--- src/cpu_status_control_defs.svh ---
/*
  Offsets, field positions and reset values for the CPU status and
  core control register bank. Assumes byte addresses on a 32-bit Wishbone bus.
*/
`ifndef CPU_STATUS_CONTROL_DEFS_SVH
`define CPU_STATUS_CONTROL_DEFS_SVH

`define OFS_FLAG 8'h00
`define OFS_CORE 8'h04
`define OFS_CTX 8'h08
`define OFS_YPAGE 8'h0C

`define FL_OVF_A 15
`define FL_CLIP_A 13
`define FL_EITHER_OVF 11
`define FL_EITHER_CLIP 10
`define FL_DO_RUN 9
`define FL_HALF_CARRY 8
`define FL_PRIO_HI 7
`define FL_PRIO_LO 5
`define FL_REP_RUN 4
`define FL_NEG 3
`define FL_OV 2
`define FL_ZERO 1
`define FL_CARRY 0

`define CC_VAR 15
`define CC_MUL_HI 13
`define CC_MUL_LO 12
`define CC_EXIT 11
`define CC_DEPTH_HI 10
`define CC_DEPTH_LO 8
`define CC_CLIP_A 7
`define CC_CLIP_B 6
`define CC_CLIP_ST 5
`define CC_CLIP_W 4
`define CC_PRIO_TOP 3
`define CC_FRAME 2
`define CC_ROUND 1
`define CC_INT 0

`define CTX_CUR_HI 10
`define CTX_CUR_LO 8
`define CTX_MAN_HI 2
`define CTX_MAN_LO 0

`define FLAG_RST 16'h0000
`define CORE_RST 16'h0020
`define YPAGE_RST 8'h01
`define PRIO_MASKED 3'h7

`endif

--- src/cpu_status_control_pkg.sv ---
/*
  Types shared by the register bank and its surroundings.
  Assumes the execution core drives the update structs synchronously.
*/
`default_nettype none
package cpu_status_control_pkg;

  typedef enum logic [1:0] {
    MUL_SIGNED = 2'h0,
    MUL_UNSIGNED = 2'h1,
    MUL_MIXED = 2'h2,
    MUL_RESERVED = 2'h3
  } mul_mode_t;

  typedef struct packed {
    logic valid;
    logic byte_op;
    logic carry_msb;
    logic carry_nib;
    logic carry_byte;
    logic negative;
    logic overflow;
    logic zero;
    logic keep_zero;
  } alu_upd_t;

  typedef struct packed {
    logic [1:0] wr;
    logic [1:0] ovf;
    logic [1:0] sat;
  } acc_evt_t;

  typedef struct packed {
    logic valid;
    logic [3:0] level;
  } ipl_load_t;

  typedef struct packed {
    logic do_active;
    logic repeat_active;
    logic [2:0] do_depth;
    logic frame_active;
    logic [2:0] cur_ctx;
    logic [2:0] man_ctx;
  } core_stat_t;

  typedef struct packed {
    logic var_latency;
    mul_mode_t mul_mode;
    logic clip_a;
    logic clip_b;
    logic clip_store;
    logic clip_wide;
    logic round_biased;
    logic int_mul;
  } dsp_cfg_t;

endpackage
`default_nettype wire

--- src/cpu_status_control_regs.sv ---
/*
  CPU flag, core configuration, context status and Y page registers behind a
  classic Wishbone slave. Assumes the core datapath sends flag events and loop
  and context status synchronously to core_clk.
*/
`timescale 1ns/1ps
`default_nettype none
`include "cpu_status_control_defs.svh"

module cpu_status_control_regs
  import cpu_status_control_pkg::*;
#(
  parameter bit YPAGE_IMPL = 1'b1
) (
  input wire logic core_clk,
  input wire logic rst_n,
  input wire logic ce,
  input wire logic wb_cyc_i,
  input wire logic wb_stb_i,
  input wire logic wb_we_i,
  input wire logic [7:0] wb_adr_i,
  input wire logic [3:0] wb_sel_i,
  input wire logic [31:0] wb_dat_i,
  output logic [31:0] wb_dat_o,
  output logic wb_ack_o,
  input wire alu_upd_t alu_upd,
  input wire acc_evt_t acc_evt,
  input wire ipl_load_t ipl_load,
  input wire core_stat_t core_stat,
  input wire logic nesting_disable,
  output logic [3:0] cpu_priority,
  output logic user_irq_block,
  output dsp_cfg_t dsp_cfg,
  output logic early_loop_exit,
  output logic frame_full_range,
  output logic [7:0] y_page
);

  function automatic logic hit(input logic [7:0] adr, input logic [7:0] ofs);
    hit = (adr[7:2] == ofs[7:2]);
  endfunction

  function automatic logic [15:0] merge(input logic [15:0] old, input logic [15:0] wd,
                                        input logic [1:0] sel);
    merge = {sel[1] ? wd[15:8] : old[15:8], sel[0] ? wd[7:0] : old[7:0]};
  endfunction

  function automatic logic blocks_user(input logic top, input logic [2:0] low);
    blocks_user = top | (low == `PRIO_MASKED);
  endfunction

  function automatic dsp_cfg_t unpack_cfg(input logic [15:0] v);
    unpack_cfg.var_latency = v[`CC_VAR];
    unpack_cfg.mul_mode = mul_mode_t'(v[`CC_MUL_HI:`CC_MUL_LO]);
    unpack_cfg.clip_a = v[`CC_CLIP_A];
    unpack_cfg.clip_b = v[`CC_CLIP_B];
    unpack_cfg.clip_store = v[`CC_CLIP_ST];
    unpack_cfg.clip_wide = v[`CC_CLIP_W];
    unpack_cfg.round_biased = v[`CC_ROUND];
    unpack_cfg.int_mul = v[`CC_INT];
  endfunction

  logic ack_ff;
  logic [31:0] rdat_ff;
  logic [31:0] nxt_rdat;
  logic [1:0] ovf_ff;
  logic [1:0] clip_ff;
  logic half_carry_ff;
  logic neg_ff;
  logic ov_ff;
  logic zero_ff;
  logic carry_ff;
  logic [2:0] prio_low_ff;
  logic prio_top_ff;
  logic irq_block_ff;
  dsp_cfg_t cfg_ff;
  logic exit_ff;
  logic frame_ff;
  logic [7:0] ypage_ff;
  logic [2:0] nxt_prio_low;
  logic nxt_prio_top;
  logic req;
  logic wr_flag;
  logic wr_core;
  logic wr_ypage;
  logic [15:0] flag_rd;
  logic [15:0] core_rd;
  logic [15:0] ctx_rd;
  logic [15:0] flag_wd;
  logic [15:0] core_wd;

  // one-cycle answer; the ack_ff term keeps a held request from being taken twice
  assign req = wb_cyc_i & wb_stb_i & ~ack_ff;
  assign wr_flag = req & wb_we_i & hit(wb_adr_i, `OFS_FLAG);
  assign wr_core = req & wb_we_i & hit(wb_adr_i, `OFS_CORE);
  assign wr_ypage = req & wb_we_i & hit(wb_adr_i, `OFS_YPAGE);

  always_comb begin
    flag_rd = 16'h0000;
    flag_rd[`FL_OVF_A] = ovf_ff[0];
    flag_rd[`FL_OVF_A-1] = ovf_ff[1];
    flag_rd[`FL_CLIP_A] = clip_ff[0];
    flag_rd[`FL_CLIP_A-1] = clip_ff[1];
    flag_rd[`FL_EITHER_OVF] = |ovf_ff;
    flag_rd[`FL_EITHER_CLIP] = |clip_ff;
    flag_rd[`FL_DO_RUN] = core_stat.do_active;
    flag_rd[`FL_HALF_CARRY] = half_carry_ff;
    flag_rd[`FL_PRIO_HI:`FL_PRIO_LO] = prio_low_ff;
    flag_rd[`FL_REP_RUN] = core_stat.repeat_active;
    flag_rd[`FL_NEG] = neg_ff;
    flag_rd[`FL_OV] = ov_ff;
    flag_rd[`FL_ZERO] = zero_ff;
    flag_rd[`FL_CARRY] = carry_ff;
  end

  always_comb begin
    core_rd = 16'h0000;
    core_rd[`CC_VAR] = cfg_ff.var_latency;
    core_rd[`CC_MUL_HI:`CC_MUL_LO] = cfg_ff.mul_mode;
    core_rd[`CC_DEPTH_HI:`CC_DEPTH_LO] = core_stat.do_depth;
    core_rd[`CC_CLIP_A] = cfg_ff.clip_a;
    core_rd[`CC_CLIP_B] = cfg_ff.clip_b;
    core_rd[`CC_CLIP_ST] = cfg_ff.clip_store;
    core_rd[`CC_CLIP_W] = cfg_ff.clip_wide;
    core_rd[`CC_PRIO_TOP] = prio_top_ff;
    core_rd[`CC_FRAME] = core_stat.frame_active;
    core_rd[`CC_ROUND] = cfg_ff.round_biased;
    core_rd[`CC_INT] = cfg_ff.int_mul;
  end

  always_comb begin
    ctx_rd = 16'h0000;
    ctx_rd[`CTX_CUR_HI:`CTX_CUR_LO] = core_stat.cur_ctx;
    ctx_rd[`CTX_MAN_HI:`CTX_MAN_LO] = core_stat.man_ctx;
  end

  always_comb begin
    nxt_rdat = 32'h0000_0000;
    // unmapped offsets answer with zero data
    if (hit(wb_adr_i, `OFS_FLAG)) begin
      nxt_rdat = {16'h0000, flag_rd};
    end else if (hit(wb_adr_i, `OFS_CORE)) begin
      nxt_rdat = {16'h0000, core_rd};
    end else if (hit(wb_adr_i, `OFS_CTX)) begin
      nxt_rdat = {16'h0000, ctx_rd};
    end else if (hit(wb_adr_i, `OFS_YPAGE)) begin
      nxt_rdat = {24'h00_0000, ypage_ff};
    end
  end

  assign flag_wd = merge(flag_rd, wb_dat_i[15:0], wb_sel_i[1:0]);
  assign core_wd = merge(core_rd, wb_dat_i[15:0], wb_sel_i[1:0]);

  always_ff @(posedge core_clk or negedge rst_n) begin
    if (!rst_n) begin
      ack_ff <= 1'b0;
      rdat_ff <= 32'h0000_0000;
    end else if (ce) begin
      ack_ff <= req;
      if (req && !wb_we_i) begin
        rdat_ff <= nxt_rdat;
      end
    end
  end

  // hardware events win over a software write in the same cycle
  for (genvar i = 0; i < 2; i++) begin : g_acc
    always_ff @(posedge core_clk or negedge rst_n) begin
      if (!rst_n) begin
        ovf_ff[i] <= 1'b0;
      end else if (ce) begin
        if (acc_evt.wr[i]) begin
          ovf_ff[i] <= acc_evt.ovf[i];
        end else if (wr_flag && wb_sel_i[1]) begin
          ovf_ff[i] <= flag_wd[`FL_OVF_A-i];
        end
      end
    end

    // bit-set or bit-clear on one sticky flag rewrites the other too: a race
    always_ff @(posedge core_clk or negedge rst_n) begin
      if (!rst_n) begin
        clip_ff[i] <= 1'b0;
      end else if (ce) begin
        if (acc_evt.sat[i]) begin
          clip_ff[i] <= 1'b1;
        end else if (wr_flag && wb_sel_i[1]) begin
          if (!wb_dat_i[`FL_EITHER_CLIP]) begin
            clip_ff[i] <= 1'b0;
          end else begin
            clip_ff[i] <= flag_wd[`FL_CLIP_A-i];
          end
        end
      end
    end
  end

  always_ff @(posedge core_clk or negedge rst_n) begin
    if (!rst_n) begin
      half_carry_ff <= 1'b0;
      neg_ff <= 1'b0;
      ov_ff <= 1'b0;
      zero_ff <= 1'b0;
      carry_ff <= 1'b0;
    end else if (ce) begin
      if (alu_upd.valid) begin
        half_carry_ff <= alu_upd.byte_op ? alu_upd.carry_nib : alu_upd.carry_byte;
        neg_ff <= alu_upd.negative;
        ov_ff <= alu_upd.overflow;
        // chained ops keep an earlier zero so a wide result reads zero only if all parts are
        if (!alu_upd.zero) begin
          zero_ff <= 1'b0;
        end else if (!alu_upd.keep_zero) begin
          zero_ff <= 1'b1;
        end
        carry_ff <= alu_upd.carry_msb;
      end else if (wr_flag) begin
        half_carry_ff <= flag_wd[`FL_HALF_CARRY];
        neg_ff <= flag_wd[`FL_NEG];
        ov_ff <= flag_wd[`FL_OV];
        zero_ff <= flag_wd[`FL_ZERO];
        carry_ff <= flag_wd[`FL_CARRY];
      end
    end
  end

  always_comb begin
    nxt_prio_low = prio_low_ff;
    nxt_prio_top = prio_top_ff;
    if (ipl_load.valid) begin
      nxt_prio_low = ipl_load.level[2:0];
      nxt_prio_top = ipl_load.level[3];
    end else begin
      if (wr_flag && wb_sel_i[0] && !nesting_disable) begin
        nxt_prio_low = flag_wd[`FL_PRIO_HI:`FL_PRIO_LO];
      end
      // top bit can only be cleared by software
      if (wr_core && wb_sel_i[0] && !wb_dat_i[`CC_PRIO_TOP]) begin
        nxt_prio_top = 1'b0;
      end
    end
  end

  always_ff @(posedge core_clk or negedge rst_n) begin
    if (!rst_n) begin
      prio_low_ff <= 3'h0;
      prio_top_ff <= 1'b0;
      irq_block_ff <= 1'b0;
    end else if (ce) begin
      prio_low_ff <= nxt_prio_low;
      prio_top_ff <= nxt_prio_top;
      irq_block_ff <= blocks_user(nxt_prio_top, nxt_prio_low);
    end
  end

  always_ff @(posedge core_clk or negedge rst_n) begin
    if (!rst_n) begin
      cfg_ff <= unpack_cfg(`CORE_RST);
    end else if (ce) begin
      if (wr_core) begin
        cfg_ff <= unpack_cfg(core_wd);
        // reserved signedness code is refused, previous mode kept
        if (core_wd[`CC_MUL_HI:`CC_MUL_LO] == MUL_RESERVED) begin
          cfg_ff.mul_mode <= cfg_ff.mul_mode;
        end
      end
    end
  end

  always_ff @(posedge core_clk or negedge rst_n) begin
    if (!rst_n) begin
      exit_ff <= 1'b0;
    end else if (ce) begin
      exit_ff <= wr_core & wb_sel_i[1] & wb_dat_i[`CC_EXIT];
    end
  end

  always_ff @(posedge core_clk or negedge rst_n) begin
    if (!rst_n) begin
      frame_ff <= 1'b0;
    end else if (ce) begin
      frame_ff <= core_stat.frame_active;
    end
  end

  always_ff @(posedge core_clk or negedge rst_n) begin
    if (!rst_n) begin
      ypage_ff <= `YPAGE_RST;
    end else if (ce) begin
      if (YPAGE_IMPL && wr_ypage && wb_sel_i[0]) begin
        ypage_ff <= wb_dat_i[7:0];
      end
    end
  end

  assign wb_ack_o = ack_ff;
  assign wb_dat_o = rdat_ff;
  assign cpu_priority = {prio_top_ff, prio_low_ff};
  assign user_irq_block = irq_block_ff;
  assign dsp_cfg = cfg_ff;
  assign early_loop_exit = exit_ff;
  assign frame_full_range = frame_ff;
  assign y_page = ypage_ff;

endmodule
`default_nettype wire

--- config.mk ---
export PLATFORM = sky130hd
export DESIGN_NAME = cpu_status_control_regs
export DESIGN_NICKNAME = d
export VERILOG_FILES = /design/src/cpu_status_control_pkg.sv /design/src/cpu_status_control_regs.sv
export VERILOG_INCLUDE_DIRS = /design/src
export SDC_FILE = /design/constraint.sdc
export NUM_CORES = 1
export LEC_CHECK = 0
export BUFFER_PORTS_ARGS = -buffer_cell sky130_fd_sc_hd__buf_2
export CAP_MARGIN = 10
export CORE_MARGIN = 4
export CORE_UTILIZATION = 41
export CTS_CLUSTER_SIZE = 40
export DETAILED_ROUTE_END_ITERATION = 10
export PLACE_DENSITY = 0.79
export SKIP_LAST_GASP = 1
export SLEW_MARGIN = 40
export SYNTH_ARGS = -nofsm -noshare
export SYNTH_HDL_FRONTEND = slang
export SYNTH_SLANG_ARGS = --single-unit
--- constraint.sdc ---
create_clock -name core_clk -period 1.6 [get_ports core_clk]
set_input_delay 0.32 -clock core_clk [delete_from_list [all_inputs] [get_ports core_clk]]
set_output_delay 0.32 -clock core_clk [all_outputs]
set_load 0.005 [all_outputs]
==> flow_metrics.tcl <==
set metrics [dict create \
    drtIter0Drc 94 \
    die-area_mm2 0.00797 \
    nNetsFinal 483 \
    finalHoldViolations 0 \
    cts-buffers-inserted 5 \
    dpl_cell_area_mm2 0.00347 \
    gr-total-overflow 0 \
    maxCapViolCount 0 \
    area_growth_pct 36.9 \
    rsz0062_at_grt "yes" \
    ys_warn_count 0 \
    drtAntennaViolNets 0 \
    crit_type "input port to flip-flop" \
    failed_checks "negative setup slack" \
    finalMaxSlewViolations 0 \
    wl_per_cell_um 16.4 \
    rows 29 \
    die_y_um 89.3 \
    arrival_ps 1920 \
    start_util_pct 42.4 \
    setup_viol 24 \
    portBuffers 102 \
    cts_sinks 50 \
    clock_skew_ps 10.2 \
    worstPathCellList "buf_8 > or4_4 > nor3_4 > buf_4 > and3_4 > o21ai_2 > mux2_4" \
    num_vias 2511 \
    syn-cell-area_mm2 0.00271 \
    holdWs_ps 244 \
    critPathMaxFanout 4 \
    via_per_inst 5.26 \
    drive_gt1_share_pct 48.3 \
    fp.dieW_um 89.3 \
    grt_max_degree 31 \
    async_flop_share_pct 100 \
    drc 0 \
    grt_pass1_vias 2394 \
    startpoint_type "input port" \
    report.power.total_mw 2.81 \
    dpl.hpwl_um 5890 \
    gp_congestion 0.835 \
    root_buffer "clkbuf_8" \
    synthCells 274 \
    cts_tree "built" \
    coreArea_mm2 0.00639 \
    p_leak_nw 1.83 \
    final.min_clock_period_ps 1720 \
    fmax_mhz 580 \
    status "complete, but fails checks" \
    setup-tns-final_ps -1410 \
    postLayoutCellArea_mm2 0.00371 \
    insertion_delay_ps 300 \
    dr.pass1.iters 4 \
    synth-edff-count 0 \
    path_clk_slew_ps 90 \
    antenna_cells 0 \
    synth_flop_cell "dfrtp_1" \
    cp_slowest_cell "or4_4" \
    grt_util_all_layers_pct 18.9 \
    grt_pass1_wl_um 11600 \
    crit_required_ps 1790 \
    ys_seq_elements 50 \
    ioPinCount 140 \
    seq_area_frac_synth_pct 46.3 \
    ys_types 48 \
    cp-end-kind "flip-flop" \
    hp-class "input port to flip-flop" \
    wl_um 7800 \
    irDropWorstVdd_uv 471 \
    final.period_utilization_pct 108 \
    max_stage_delay_ps 550 \
    avgSynthCellArea_um2 9.89 \
    cts-htree-levels 2 \
    fin_ws_ps -124 \
    antenna_found_initial 0 \
    p_per_area_mw_per_mm2 759 \
    clk_path_buf_depth 2 \
]
[through the flow]
step	utilization (%)	worst slack, ps	std cells
detailed placement	54.3	-357	461
finish	58.1	-124	477
global route	58.1	-181	477
global placement	54.3	-323	461
floorplan	-	-116	289
CTS	56.9	-83.1	473
[cells by family after synthesis]
group                  count (synthesis)  share of synthesized area [%]
and+or+nand+nor                       77                           14.6
AOI/OAI and AO/OA                     77                           18.6
muxes                                 26                           10.9
other                                  1                          0.138
DFF                                   50                           46.3
buffers and inverters                 43                           9.47
[worst max-delay path: cells and delay by family]
kind,cells,cell delay [ps]
AND/OR/NAND/NOR,3,990
multiplexers,1,300
buffers and inverters,2,230
AO/OA/AOI/OAI,1,60
[sequential cells by signal, summed over array words and instances, names as in the netlist, 2 cells and up]
signal and cells:
wb_dat_o 16, clip_ff 2, flag_rd 2, dsp_cfg 9
y_page 8, prio_low_ff 3
[Yosys cell counts, types with 2 or more instances]
| library cell | number | share of area [%] |
|---|---|---|
| nand3_1 | 3 | 0.55 |
| buf_2 | 4 | 0.74 |
| a22oi_1 | 12 | 3.3 |
| a21oi_1 | 24 | 4.4 |
| a22o_1 | 3 | 0.97 |
| nand2_1 | 18 | 2.5 |
| dfstp_2 | 2 | 1.9 |
| nand3b_1 | 2 | 0.55 |
| a2bb2oi_1 | 2 | 0.65 |
| o31ai_1 | 2 | 0.55 |
| inv_1 | 8 | 1.1 |
| mux2_4 | 2 | 1.1 |
| nor2_1 | 33 | 4.6 |
| and2_1 | 3 | 0.69 |
| nand2b_1 | 5 | 1.2 |
| dfrtp_1 | 48 | 44 |
| o22a_1 | 2 | 0.65 |
| mux2_2 | 17 | 7.1 |
| a31oi_1 | 9 | 2.1 |
| nor2b_1 | 2 | 0.46 |
| mux2i_1 | 5 | 1.8 |
| buf_4 | 22 | 6.1 |
| mux2_1 | 2 | 0.83 |
| o21ai_0 | 14 | 2.6 |
| clkbuf_1 | 7 | 0.97 |
[path summary, 6_finish.rpt]
path                       slack, ps               to         start  cells past startpoint
min                              240  early_loop_exit  wb_dat_i[11]                      3
min in group asynchronous        490         carry_ff         rst_n                      2
max in group asynchronous        540       dsp_cfg[3]         rst_n                      3
max                             -120    half_carry_ff   wb_adr_i[4]                      7
max reg2reg                      -90        y_page[4]      wb_ack_o                      5
min reg2reg                      520     wb_dat_o[14]  wb_dat_o[14]                      2
[routing by layer]
layer / share of wire (%) / up-vias / global-route usage (%)
met5: 0 / - / 0
met1: 41 / 1220 / 25.2
met2: 51 / 96 / 31.8
met4: 1.4 / 0 / 3.92
li1: - / 1185 / -
met3: 6.6 / 10 / 4.24
[final cells by class]
cell class,count,area [um^2]
Clock inverter,2,10.0
Timing Repair Buffer,139,856
Sequential cell,50,1250
Multi-Input combinational cell,196,1390
Tap cell,77,96.3
Inverter,8,30.0
Clock buffer,5,68.8
Fill cell,553,2680
[where the power goes]
group	internal, mW	total (mW)	switching, mW
combinational	0.314	0.622	0.307
clock	0.295	0.703	0.408
sequential	1.40	1.49	0.0848
total	2.01	2.81	0.800
[cell usage in the layout (no fill, tap or decap), types with 3 or more instances in the layout]
cell type and instances:
conb_1 16, a31oi_1 7, mux2_2 5, a22oi_1 11, buf_2 100, inv_1 8
nand2_1 17, buf_12 3, mux2_4 16, clkbuf_8 5, dfrtp_1 48, nor2_1 32
nand3_1 3, mux2i_1 5, buf_4 31, o21ai_0 13, a21oi_1 24, nand2b_1 5
a22o_1 3
[repair_timing]
| action | 4_1_cts | 5_1_grt |
|---|---|---|
| pin swaps | 2 | 9 |
| endpoints found under the setup margin | 24 | 24 |
| hold endpoints to repair | 13 | 0 |
| setup buffers | 4 | 5 |
| gates resized for setup | 15 | 9 |
| hold buffers | 1 | 0 |
Power figures use the tool's default switching activity.
